**src/pkg/acc_pkg.sv**
```systemverilog
// Constants and types for the analog comparator control block
// Function
// - Writing one to power-off bit switches the comparator off, any time.
// - Bandgap select one picks fixed reference; zero picks positive input pin.
// - Result bit reads comparator output through a synchroniser, 1-2 cycle delay.
// - Flag set when synchronised output event matches the selected mode.
// - Request raised only with flag, enable and global interrupt bit all set.
// - Flag cleared automatically when the comparator vector executes.
// - Writing one to flag clears it; writing zero leaves it.
// - Capture-route bit one feeds comparator output to timer capture input.
// - Mode 00 toggle, 01 reserved, 10 falling edge, 11 rising edge.
// - Control register at data offset 0x50, I/O address 0x30 (minus 0x20).
// - Input-disable bit turns off pin buffer; port input bit reads zero.
// - Bits 7:2 of input-disable register are reserved and read zero.
// - Raw result is one when positive input exceeds negative input.
// - Negative input is channel n when mux enabled and converter off.
package acc_pkg;
  localparam logic [7:0] ACC_CTRL_DATA_ADDR = 8'h50;
  localparam logic [7:0] ACC_IO_SHIFT       = 8'h20;
  localparam logic [5:0] ACC_CTRL_IO_ADDR   = 6'h30;
  localparam logic [7:0] ACC_DIS_DATA_ADDR  = 8'h7F;
  localparam int ACC_B_OFF   = 7;
  localparam int ACC_B_BG    = 6;
  localparam int ACC_B_RES   = 5;
  localparam int ACC_B_FLAG  = 4;
  localparam int ACC_B_IE    = 3;
  localparam int ACC_B_CAP   = 2;
  localparam int ACC_B_POSD  = 0;
  localparam int ACC_B_NEGD  = 1;
  localparam logic [1:0] ACC_MODE_TOGGLE = 2'h0;
  localparam logic [1:0] ACC_MODE_FALL   = 2'h2;
  localparam logic [1:0] ACC_MODE_RISE   = 2'h3;
  localparam logic [7:0] ACC_CTRL_RESET  = 8'h00;
  localparam logic [1:0] ACC_DIS_RESET   = 2'h0;
endpackage : acc_pkg

```
**src/core/acc_comparator_control.sv**
```systemverilog
// Analog comparator control, event flag and routing logic
`timescale 1ns/1ps
module acc_comparator_control (
  input  wire logic       i_sys_clk,
  input  wire logic       i_reset,
  input  wire logic [7:0] i_data_addr,
  input  wire logic       i_data_wr,
  input  wire logic       i_data_rd,
  input  wire logic [5:0] i_io_addr,
  input  wire logic       i_io_wr,
  input  wire logic       i_io_rd,
  input  wire logic [7:0] i_wdata,
  output logic      [7:0] o_rdata,
  output logic            o_rdata_valid,
  input  wire logic       i_cpu_global_irq,
  input  wire logic       i_irq_vector_ack,
  input  wire logic       i_negative_mux_enable,
  input  wire logic       i_converter_on,
  input  wire logic [2:0] i_channel_select_low,
  input  wire logic       i_comparator_raw,
  input  wire logic       i_positive_pin_digital,
  input  wire logic       i_negative_pin_digital,
  output logic            o_comparator_power_off,
  output logic            o_bandgap_positive_select,
  output logic            o_negative_use_channel,
  output logic      [2:0] o_negative_channel,
  output logic            o_irq_request,
  output logic            o_capture_input,
  output logic            o_positive_pin_buffer_off,
  output logic            o_negative_pin_buffer_off,
  output logic            o_positive_pin_value,
  output logic            o_negative_pin_value
);
  import acc_pkg::*;

  logic [7:0] ctrl_reg, ctrl_next;
  logic [1:0] dis_reg, dis_next;
  logic       sync1_reg, sync2_reg, prev_reg;
  logic       sync1_next, sync2_next, prev_next;
  logic       sel_ctrl, sel_dis, wr_ctrl, wr_dis, rd_ctrl, rd_dis;
  logic       event_hit;
  logic [7:0] rdata_next;
  logic       rvalid_next;
  logic [7:0] rdata_reg;
  logic       rvalid_reg;

  always_comb begin
    wr_ctrl = (i_data_wr && i_data_addr == ACC_CTRL_DATA_ADDR) ||
              (i_io_wr && i_io_addr == ACC_CTRL_IO_ADDR);
    rd_ctrl = (i_data_rd && i_data_addr == ACC_CTRL_DATA_ADDR) ||
              (i_io_rd && i_io_addr == ACC_CTRL_IO_ADDR);
    wr_dis  = i_data_wr && i_data_addr == ACC_DIS_DATA_ADDR;
    rd_dis  = i_data_rd && i_data_addr == ACC_DIS_DATA_ADDR;
    sel_ctrl = wr_ctrl || rd_ctrl;
    sel_dis  = wr_dis || rd_dis;
  end

  // Synchroniser; sync2 and prev stages hold while powered off (sync1 keeps sampling) so no spurious edges appear
  always_comb begin
    sync1_next = i_comparator_raw;
    sync2_next = sync2_reg;
    prev_next  = prev_reg;
    if (!ctrl_reg[ACC_B_OFF]) begin
      sync2_next = sync1_reg;
      prev_next  = sync2_reg;
    end
  end

  always_comb begin
    case (ctrl_reg[1:0])
      ACC_MODE_TOGGLE: event_hit = sync2_reg != prev_reg;
      ACC_MODE_FALL:   event_hit = prev_reg && !sync2_reg;
      ACC_MODE_RISE:   event_hit = !prev_reg && sync2_reg;
      default:         event_hit = 1'b0;
    endcase
  end

  always_comb begin
    ctrl_next = ctrl_reg;
    dis_next  = dis_reg;
    if (wr_ctrl) begin
      ctrl_next[ACC_B_OFF] = i_wdata[ACC_B_OFF];
      ctrl_next[ACC_B_BG]  = i_wdata[ACC_B_BG];
      ctrl_next[ACC_B_IE]  = i_wdata[ACC_B_IE];
      ctrl_next[ACC_B_CAP] = i_wdata[ACC_B_CAP];
      ctrl_next[1:0]       = i_wdata[1:0];
      if (i_wdata[ACC_B_FLAG])
        ctrl_next[ACC_B_FLAG] = 1'b0;
    end
    if (i_irq_vector_ack)
      ctrl_next[ACC_B_FLAG] = 1'b0;
    // Set wins over any clear in the same cycle
    if (event_hit)
      ctrl_next[ACC_B_FLAG] = 1'b1;
    ctrl_next[ACC_B_RES] = 1'b0;
    if (wr_dis)
      dis_next = i_wdata[1:0];
  end

  always_comb begin
    rvalid_next = sel_ctrl ? rd_ctrl : rd_dis;
    // Reserved bits of the disable register stay zero on read
    rdata_next  = 8'h00;
    if (rd_ctrl) begin
      rdata_next = ctrl_reg;
      rdata_next[ACC_B_RES] = sync2_reg;
    end else if (rd_dis) begin
      rdata_next[1:0] = dis_reg;
    end
    if (!sel_dis && !sel_ctrl)
      rvalid_next = 1'b0;
  end

  always_ff @(posedge i_sys_clk or posedge i_reset) begin
    if (i_reset) begin
      ctrl_reg   <= ACC_CTRL_RESET;
      dis_reg    <= ACC_DIS_RESET;
      sync1_reg  <= 1'b0;
      sync2_reg  <= 1'b0;
      prev_reg   <= 1'b0;
      rdata_reg  <= 8'h00;
      rvalid_reg <= 1'b0;
    end else begin
      ctrl_reg   <= ctrl_next;
      dis_reg    <= dis_next;
      sync1_reg  <= sync1_next;
      sync2_reg  <= sync2_next;
      prev_reg   <= prev_next;
      rdata_reg  <= rdata_next;
      rvalid_reg <= rvalid_next;
    end
  end

  assign o_rdata                   = rdata_reg;
  assign o_rdata_valid             = rvalid_reg;
  assign o_comparator_power_off    = ctrl_reg[ACC_B_OFF];
  assign o_bandgap_positive_select = ctrl_reg[ACC_B_BG];
  assign o_negative_use_channel = i_negative_mux_enable && !i_converter_on;
  assign o_negative_channel     = i_channel_select_low;
  assign o_irq_request = ctrl_reg[ACC_B_FLAG] && ctrl_reg[ACC_B_IE] &&
                         i_cpu_global_irq;
  assign o_capture_input = ctrl_reg[ACC_B_CAP] && sync2_reg;
  assign o_positive_pin_buffer_off = dis_reg[ACC_B_POSD];
  assign o_negative_pin_buffer_off = dis_reg[ACC_B_NEGD];
  assign o_positive_pin_value = i_positive_pin_digital && !dis_reg[ACC_B_POSD];
  assign o_negative_pin_value = i_negative_pin_digital && !dis_reg[ACC_B_NEGD];

  property p_flag_set;
    @(posedge i_sys_clk) disable iff (i_reset)
      event_hit |=> ctrl_reg[ACC_B_FLAG];
  endproperty
  a_flag_set: assert property (p_flag_set) else $error("flag not set");

  property p_irq;
    @(posedge i_sys_clk) disable iff (i_reset)
      o_irq_request == (ctrl_reg[ACC_B_FLAG] && ctrl_reg[ACC_B_IE] &&
                        i_cpu_global_irq);
  endproperty
  a_irq: assert property (p_irq) else $error("irq mismatch");

  property p_ack_clear;
    @(posedge i_sys_clk) disable iff (i_reset)
      (i_irq_vector_ack && !event_hit) |=> !ctrl_reg[ACC_B_FLAG];
  endproperty
  a_ack_clear: assert property (p_ack_clear) else $error("ack no clear");

  property p_w1c;
    @(posedge i_sys_clk) disable iff (i_reset)
      (wr_ctrl && i_wdata[ACC_B_FLAG] && !event_hit) |=>
        !ctrl_reg[ACC_B_FLAG];
  endproperty
  a_w1c: assert property (p_w1c) else $error("w1c failed");

  property p_w0_keep;
    @(posedge i_sys_clk) disable iff (i_reset)
      (ctrl_reg[ACC_B_FLAG] && !i_irq_vector_ack &&
       !(wr_ctrl && i_wdata[ACC_B_FLAG])) |=> ctrl_reg[ACC_B_FLAG];
  endproperty
  a_w0_keep: assert property (p_w0_keep) else $error("flag lost");

  property p_sync;
    @(posedge i_sys_clk) disable iff (i_reset)
      (!ctrl_reg[ACC_B_OFF] ##1 !ctrl_reg[ACC_B_OFF]) |->
        sync2_reg == $past(i_comparator_raw, 2);
  endproperty
  a_sync: assert property (p_sync) else $error("sync latency");

  property p_hold_off;
    @(posedge i_sys_clk) disable iff (i_reset)
      ctrl_reg[ACC_B_OFF] |=> $stable(sync2_reg);
  endproperty
  a_hold_off: assert property (p_hold_off) else $error("moved off");

  property p_capture;
    @(posedge i_sys_clk) disable iff (i_reset)
      !ctrl_reg[ACC_B_CAP] |-> !o_capture_input;
  endproperty
  a_capture: assert property (p_capture) else $error("capture leak");

  property p_dis_read;
    @(posedge i_sys_clk) disable iff (i_reset)
      rd_dis |=> o_rdata[7:2] == 6'h00;
  endproperty
  a_dis_read: assert property (p_dis_read) else $error("reserved set");

  property p_pin_zero;
    @(posedge i_sys_clk) disable iff (i_reset)
      dis_reg[ACC_B_POSD] |-> !o_positive_pin_value;
  endproperty
  a_pin_zero: assert property (p_pin_zero) else $error("pin not zero");
endmodule : acc_comparator_control

```
**config.mk**
```make
export PLATFORM = sky130hd
export DESIGN_NAME = acc_comparator_control
export DESIGN_NICKNAME = d
export VERILOG_FILES = /design/src/pkg/acc_pkg.sv /design/src/core/acc_comparator_control.sv
export SDC_FILE = /design/constraint.sdc
export NUM_CORES = 1
export LEC_CHECK = 0
export ABC_AREA = 1
export BUFFER_PORTS_ARGS = -buffer_cell sky130_fd_sc_hd__buf_2
export CAP_MARGIN = 40
export CORE_MARGIN = 1
export CORE_UTILIZATION = 42
export CTS_CLUSTER_SIZE = 10
export DETAILED_ROUTE_END_ITERATION = 6
export PLACE_DENSITY = 0.77
export RECOVER_POWER = 100
export SLEW_MARGIN = 20
export SYNTH_ARGS = -nofsm -noshare
export SYNTH_HDL_FRONTEND = slang
export SYNTH_SLANG_ARGS = --single-unit
```
**constraint.sdc**
```tcl
create_clock -name i_sys_clk -period 1.4 [get_ports i_sys_clk]
set_input_delay 0.28 -clock i_sys_clk [delete_from_list [all_inputs] [get_ports i_sys_clk]]
set_output_delay 0.28 -clock i_sys_clk [all_outputs]
set_load 0.01 [all_outputs]
```
==> impl_metrics.tcl, run 1 <==
set metrics [dict create \
    wl_per_cell_microns 10.2 \
    hold_viol_final 0 \
    io_buffer_count 51 \
    status "finished, final reports clean" \
    track_usage_pct 18.9 \
    p_clk_share_pct 20.9 \
    fin_util_pct 56.2 \
    placed_cells 199 \
    place_area_sq_um 1270 \
    numCtsBuffers 3 \
    path_buf_inv 2 \
    multi_input_area_sq_um 342 \
    yosysWarnings 0 \
    fin_crit_ns 1.26 \
    rsz0062_at_grt "false" \
    cts_tree "yes" \
    skew_ns 0.00725 \
    layout-drive-gt1-share_pct 24.4 \
    netlist_area_sq_um 1020 \
    postCtsSetupBuffers 0 \
    fin_ws_ns 0.142 \
    area_growth_pct 24.5 \
    drtPass1Iterations 3 \
    final_cells 204 \
    avgViaCountPerCell 4.55 \
    fin_crit_sh_pct 89.9 \
    crit_family "flip-flops" \
    die_w_microns 51.2 \
    worstMarginPinSlew_ns 0.505 \
    critPathArrivalTime_ns 0.98 \
    grt_first_pass_wirelength_microns 3670 \
    antenna_cells 0 \
    crit_path_start_kind "flip-flop" \
    fin_hold_ws_ns 0.0775 \
    vias 929 \
    rows 17 \
    combinationalPowerShare_pct 23.9 \
    syn_nets 163 \
    total_power_mw 1.37 \
    gp_congestion 0.755 \
    drtIter0Drc 12 \
    finalMaxSlewViolations 0 \
    nNetsFinal 217 \
    grt_max_degree 22 \
    mostFrequentLayoutCells "buf_2, nand2_1, inv_1" \
    layout_commonest_cell "buf_2" \
    drc 0 \
    routed_wl_microns 2080 \
    grt_pass1_vias 945 \
    ys_seq_area_share_pct 51.7 \
    place_ws_ns 0.179 \
    clockBufferDepth 2 \
    p_int_mw 0.933 \
    slew_headroom_pct 66.3 \
    p_per_area_nw_per_um2 1080 \
    dp_hpwl_microns 1640 \
    fin_tns_setup_ns 0 \
    cap_violations 0 \
    fillerInstances 230 \
    worstSetupEndpointType "output port" \
    critPathMaxFanout 3 \
    synthDistinctLibCells 17 \
    htree_levels 1 \
    crit_required_ns 1.12 \
    root_buffer "clkbuf_4" \
    seqPwrFrac_pct 55.3 \
    post_cts_resize_count 0 \
    fmax_ghz 0.795 \
    ir_drop_mv 0.546 \
    die-area_sq_um 2620 \
    start_util_pct 45.1 \
    max_stage_delay_ns 0.35 \
    largest_reg_flops 8 \
    fin_area_sq_um 1270 \
    p_sw_share_pct 31.7 \
    holdCritPathClass "in2reg" \
    cts_hold_buf 1 \
    syn_inst 123 \
    coreArea_sq_um 2250 \
    ioPinCount 59 \
    setup_viol 0 \
    ant_nets 0 \
    die-height_microns 51.2 \
    clk_latency_ns 0.30 \
    synth.avg_cell_area_sq_um 8.27 \
    overflow 0 \
    crit_chain "inv_1 > nor2_1 > clkbuf_1" \
    ys_seq_elements 21 \
    critPathKind "reg2out" \
    p_sw_mw 0.433 \
    antenna_found_initial 0 \
    critPathSlowestCell "dfrtp_1" \
    path_clk_slew_ns 0.12 \
    clock_sinks 21 \
    p_leak_nw 0.730 \
    register_area_sq_um 526 \
]
-- synth_stat cells (all sizes together) --
cell / n / area [sq um]
buf: 4 / 42.5
nor2: 19 / 76.3
dfrtp: 21 / 526
and3: 1 / 6.26
o21ai: 12 / 71.3
nand3: 4 / 25.0
nand4: 2 / 12.5
ha: 2 / 25.0
inv: 24 / 90.1
nand2: 34 / 143
-- final timing paths --
kind	from	end	slack [ns]	cells after the start
hold / removal	i_comparator_raw	sync1_reg	0.08	1
min in group asynchronous	i_reset	o_rdata[6]	0.61	4
hold reg to reg	sync1_reg	sync2_reg	0.47	2
setup / recovery	ctrl_reg[3]	o_irq_request	0.14	3
max in group asynchronous	i_reset	ctrl_reg[1]	0.44	4
setup reg to reg	sync2_reg	ctrl_reg[4]	0.30	5
-- layer usage --
metal | vias to the layer above | share of wire, % | track usage (%)
met5 | - | 0 | 0
met4 | 0 | 2.1 | 9.91
met3 | 6 | 5.3 | 3.57
met2 | 29 | 53 | 36.4
met1 | 422 | 40 | 18.8
li1 | 472 | - | -
-- power groups by stage --
stage          clock network (mW)  logic [mW]  registers [mW]
6_report                    0.285       0.326           0.755
3_3_place_gp                    0       0.330           0.761
3_5_place_dp                    0       0.348           0.766
2_1_floorplan                   0       0.211           0.764
4_1_cts                     0.297       0.352           0.754
5_1_grt                     0.324       0.387           0.768
-- layout make-up --
class	instances	share of cell area (%)
Sequential cell	21	41.5
Clock inverter	1	0.395
Tap cell	28	2.77
Multi-Input combinational cell	74	27.0
Timing Repair Buffer	53	19.5
Inverter	24	7.11
Clock buffer	3	1.78
-- cells by family after synthesis --
logic type	synth area share (%)
and+or+nand+nor	25.8
buffers and inverters	13.0
adders and majority gates	2.46
AOI/OAI and AO/OA	7.01
DFF	51.7
(Power assumes the default switching activity.)
==> inputs of run 2 (changes only) <==
--- a/config.mk
+++ b/config.mk
@@ -7,12 +7,12 @@
 export LEC_CHECK = 0
 export ABC_AREA = 1
 export BUFFER_PORTS_ARGS = -buffer_cell sky130_fd_sc_hd__buf_2
-export CAP_MARGIN = 40
+export CAP_MARGIN = 10
 export CORE_MARGIN = 1
 export CORE_UTILIZATION = 42
 export CTS_CLUSTER_SIZE = 10
 export DETAILED_ROUTE_END_ITERATION = 6
-export PLACE_DENSITY = 0.77
+export PLACE_DENSITY_LB_ADDON = 0.25
 export RECOVER_POWER = 100
 export SLEW_MARGIN = 20
 export SYNTH_ARGS = -nofsm -noshare
==> impl_metrics.tcl, run 2 (same netlist as run 1, synthesis figures left out) <==
set metrics [dict create \
    status "finished, final reports clean" \
    layout-drive-gt1-share_pct 24.4 \
    antenna_cells 0 \
    drtPass1Iterations 4 \
    clk_latency_ns 0.30 \
    worstMarginPinSlew_ns 0.495 \
    start_util_pct 45.1 \
    crit_required_ns 1.12 \
    timing.rr.start "sync2_reg" \
    p_clk_share_pct 20.7 \
    place_area_sq_um 1270 \
    htree_levels 1 \
    dp_hpwl_microns 1520 \
    drtIter0Drc 9 \
    top_layer "met4" \
    fin_crit_sh_pct 89.3 \
    setup_viol 0 \
    p_per_area_nw_per_um2 1070 \
    slew_headroom_pct 67.0 \
    mostFrequentLayoutCells "buf_2, nand2_1, inv_1" \
    route.met3.wl_microns 114 \
    worstHoldStart "i_comparator_raw" \
    clockBufferDepth 2 \
    p_sw_share_pct 30.5 \
    grt_first_pass_wirelength_microns 3240 \
    path_clk_slew_ns 0.11 \
    routed_wl_microns 1900 \
    die-area_sq_um 2620 \
    combinationalPowerShare_pct 23.7 \
    cts_tree "yes" \
    p_leak_nw 0.730 \
    crit_path_start_kind "flip-flop" \
    die-height_microns 51.2 \
    max_stage_delay_ns 0.41 \
    wl_met2_microns 1010 \
    track_usage_pct 16.7 \
    fin_crit_ns 1.25 \
    met1Wirelength_microns 749 \
    multi_input_area_sq_um 342 \
    hold_viol_final 0 \
    holdCritPathClass "in2reg" \
    critPathSlowestCell "dfrtp_1" \
    numCtsBuffers 3 \
    ant_nets 0 \
    gp_congestion 0.675 \
    seqPwrFrac_pct 55.5 \
    antenna_found_initial 0 \
    layout_commonest_cell "buf_2" \
    skew_ns 0.00304 \
    crit_family "flip-flops" \
    fin_tns_setup_ns 0 \
    drc 0 \
    crit_chain "nor2_1 > clkbuf_1" \
    rows 17 \
    ioPinCount 59 \
    grt_max_degree 22 \
    coreArea_sq_um 2250 \
    fmax_ghz 0.800 \
    root_buffer "clkbuf_4" \
    register_area_sq_um 526 \
    fin_area_sq_um 1270 \
    vias 913 \
    overflow 0 \
    ir_drop_mv 0.409 \
    final_cells 204 \
    critPathMaxFanout 3 \
    p_int_mw 0.939 \
    area_growth_pct 24.5 \
    largest_reg_flops 8 \
    nNetsFinal 217 \
    p_sw_mw 0.412 \
    wl_per_cell_microns 9.33 \
    cap_violations 0 \
    fillerInstances 240 \
    path_buf_inv 1 \
    critPathKind "reg2out" \
    finalMaxSlewViolations 0 \
    grt_pass1_vias 854 \
    total_power_mw 1.35 \
    fin_util_pct 56.2 \
    die_w_microns 51.2 \
    clock_sinks 21 \
    placed_cells 199 \
    avgViaCountPerCell 4.48 \
    critPathArrivalTime_ns 0.97 \
    worstSetupEndpointType "output port" \
    rsz0062_at_grt "false" \
    io_buffer_count 51 \
    crit_start "dis_reg[1]" \
]
## run 2: cell types whose count changed in the layout (fill, tap and decap cells not counted)
cell and change:
buf_2 +1, clkinv_2 -1
## run 2: power groups by stage
stage | clock, mW | combinational [mW] | sequential, mW
after floorplan | 0 | 0.211 | 0.764
after global placement | 0 | 0.330 | 0.761
after detailed placement | 0 | 0.348 | 0.762
after CTS | 0.294 | 0.352 | 0.750
after global routing | 0.314 | 0.378 | 0.766
final | 0.280 | 0.321 | 0.750
## run 2: area by class of cell
type                            count  share of cell area (%)
Timing Repair Buffer               53                    19.6
Sequential cell                    21                    41.5
Multi-Input combinational cell     74                    27.0
Clock buffer                        4                    2.08
Tap cell                           28                    2.77
Inverter                           24                    7.11
## run 2: worst paths after layout
kind / to / slack [ns] / depth (start not counted)
max: o_negative_pin_value / 0.15 / 2
min: sync1_reg / 0.09 / 1
max reg2reg: ctrl_reg[4] / 0.29 / 5
min reg2reg: sync2_reg / 0.48 / 2
max in group asynchronous: ctrl_reg[7] / 0.45 / 4
min in group asynchronous: o_rdata[0] / 0.62 / 4
## run 2: through the flow
stage          hold WS (ns)  worst slack [ns]
5_1_grt              0.0674            0.0987
2_1_floorplan         0.257             0.410
6_report             0.0928             0.150
3_3_place_gp          0.314             0.220
3_5_place_dp          0.319             0.189
4_1_cts              0.0800             0.165
## run 2: metal layers
layer / vias to the layer above / global-route usage (%)
met3: 4 / 1.79
li1: 470 / -
met4: 0 / 9.01
met1: 405 / 17.8
met2: 34 / 31.6
met5: - / 0
## run 2: timing repair
action,in CTS,in global routing
hold endpoints to repair,21,0
buffers inserted,0,0
setup endpoints to repair,0,0
gates resized for setup,0,0
hold buffers,1,0
==> inputs of run 3 (changes only) <==
--- a/config.mk
+++ b/config.mk
@@ -12,8 +12,8 @@
 export CORE_UTILIZATION = 42
 export CTS_CLUSTER_SIZE = 10
 export DETAILED_ROUTE_END_ITERATION = 6
-export PLACE_DENSITY_LB_ADDON = 0.25
-export RECOVER_POWER = 100
+export PLACE_DENSITY = 0.77
+export RECOVER_POWER = 25
 export SLEW_MARGIN = 20
 export SYNTH_ARGS = -nofsm -noshare
 export SYNTH_HDL_FRONTEND = slang
==> impl_metrics.tcl, run 3 (same netlist as run 1, synthesis figures left out) <==
set metrics [dict create \
    io_buffer_count 51 \
    fillerInstances 219 \
    fin_crit_ns 1.26 \
    rsz0062_at_grt "false" \
    p_leak_nw 0.802 \
    setup_viol 0 \
    wl_per_cell_microns 9.96 \
    crit_start "ctrl_reg[3]" \
    coreArea_sq_um 2250 \
    cts_hold_buf 1 \
    fin_area_sq_um 1310 \
    cap_violations 0 \
    final_cells 204 \
    antenna_found_initial 0 \
    rows 17 \
    timing.rr.start "sync2_reg" \
    gp_congestion 0.755 \
    combinationalPowerShare_pct 25.1 \
    r2r_slack_ns 0.30 \
    setup.worst_path.end "o_irq_request" \
    slew_headroom_pct 66.2 \
    dp_hpwl_microns 1640 \
    cts_tree "yes" \
    largest_reg_flops 8 \
    avgViaCountPerCell 4.54 \
    crit_required_ns 1.12 \
    grt_max_degree 22 \
    critPathMaxFanout 3 \
    area_growth_pct 28.5 \
    clk_latency_ns 0.30 \
    drtIter0Drc 17 \
    post_cts_resize_count 0 \
    drtPass1Iterations 4 \
    fin_crit_sh_pct 89.7 \
    numCtsBuffers 3 \
    hold_viol_final 0 \
    routed_wl_microns 2030 \
    fin_tns_setup_ns 0 \
    clockBufferDepth 2 \
    die_w_microns 51.2 \
    start_util_pct 45.1 \
    skew_ns 0.00821 \
    die-area_sq_um 2620 \
    p_per_area_nw_per_um2 1060 \
    die-height_microns 51.2 \
    p_sw_mw 0.433 \
    crit_path_start_kind "flip-flop" \
    fin_ws_ns 0.145 \
    critPathArrivalTime_ns 0.98 \
    critPathKind "reg2out" \
    mostFrequentLayoutCells "buf_2, nand2_1, inv_1" \
    grt_first_pass_wirelength_microns 3670 \
    htree_levels 1 \
    antenna_cells 0 \
    p_int_mw 0.950 \
    overflow 0 \
    vias 927 \
    ioPinCount 59 \
    grt_pass1_vias 945 \
    nNetsFinal 217 \
    layout-drive-gt1-share_pct 38.1 \
    rr_endpoint "ctrl_reg[4]" \
    ir_drop_mv 0.561 \
    finalMaxSlewViolations 0 \
    worstSetupEndpointType "output port" \
    postCtsSetupBuffers 0 \
    fmax_ghz 0.797 \
    place_ws_ns 0.179 \
    p_sw_share_pct 31.3 \
    place_area_sq_um 1270 \
    seqPwrFrac_pct 54.4 \
    clock_sinks 21 \
    drc 0 \
    reg2regPathDepth 5 \
    p_clk_share_pct 20.5 \
    placed_cells 199 \
    worstMarginPinSlew_ns 0.507 \
    path_clk_slew_ns 0.12 \
    ant_nets 0 \
    holdCritPathClass "in2reg" \
    status "finished, final reports clean" \
    track_usage_pct 18.9 \
    root_buffer "clkbuf_4" \
    layout_commonest_cell "buf_2" \
]
[run 3: cell types whose count changed in the layout (fill, tap and decap cells not counted), sizes merged]
| cell | delta |
|---|---|
| buf | +18 |
| clkbuf | -19 |
| clkinv | +1 |
[run 3: power by group through the flow]
stage	Sequential (mW)	Clock, mW	Combinational [mW]
global route	0.767	0.324	0.410
global placement	0.761	0	0.330
floorplan	0.764	0	0.211
CTS	0.754	0.297	0.352
detailed placement	0.766	0	0.348
finish	0.753	0.284	0.347
[run 3: how the worst min path moves through the flow]
stage	start	endpoint	slack, ns	cells after the start
3_5_place_dp	i_reset	o_rdata[6]	0.32	3
6_report	i_comparator_raw	sync1_reg	0.08	1
3_3_place_gp	i_reset	o_rdata[6]	0.31	3
4_1_cts	i_comparator_raw	sync1_reg	0.07	1
5_1_grt	i_comparator_raw	sync1_reg	0.05	1
2_1_floorplan	i_reset	ctrl_reg[0]	0.26	1
[run 3: area by class of cell]
class	instances	area, sq um	share of cell area, %
Clock inverter	1	5.00	0.383
Inverter	24	90.1	6.89
Timing Repair Buffer	53	270	20.7
Multi-Input combinational cell	74	359	27.5
Sequential cell	21	526	40.2
Clock buffer	3	22.5	1.72
Tap cell	28	35.0	2.68
[run 3: layer usage]
| layer | GRT usage, % | vias up | wire (microns) |
|---|---|---|---|
| li1 | - | 472 | - |
| met1 | 18.8 | 422 | 796 |
| met2 | 36.4 | 27 | 1100 |
| met3 | 3.57 | 6 | 94 |
| met4 | 9.91 | 0 | 44 |
| met5 | 0 | - | 0 |
[run 3: worst max-delay path, cell delays in order, from the launching register on]
cell	delay [ns]
dfrtp_1	0.39
inv_1	0.10
nor2_1	0.05
buf_2	0.13
[run 3: per-stage QoR]
step | total power, mW | util, % | hold slack, ns
after floorplan | 0.976 | - | 0.257
after global placement | 1.09 | 56.4 | 0.312
after detailed placement | 1.11 | 56.4 | 0.318
after CTS | 1.40 | 58.1 | 0.0678
after global routing | 1.50 | 58.0 | 0.0537
final | 1.38 | 58.0 | 0.0776
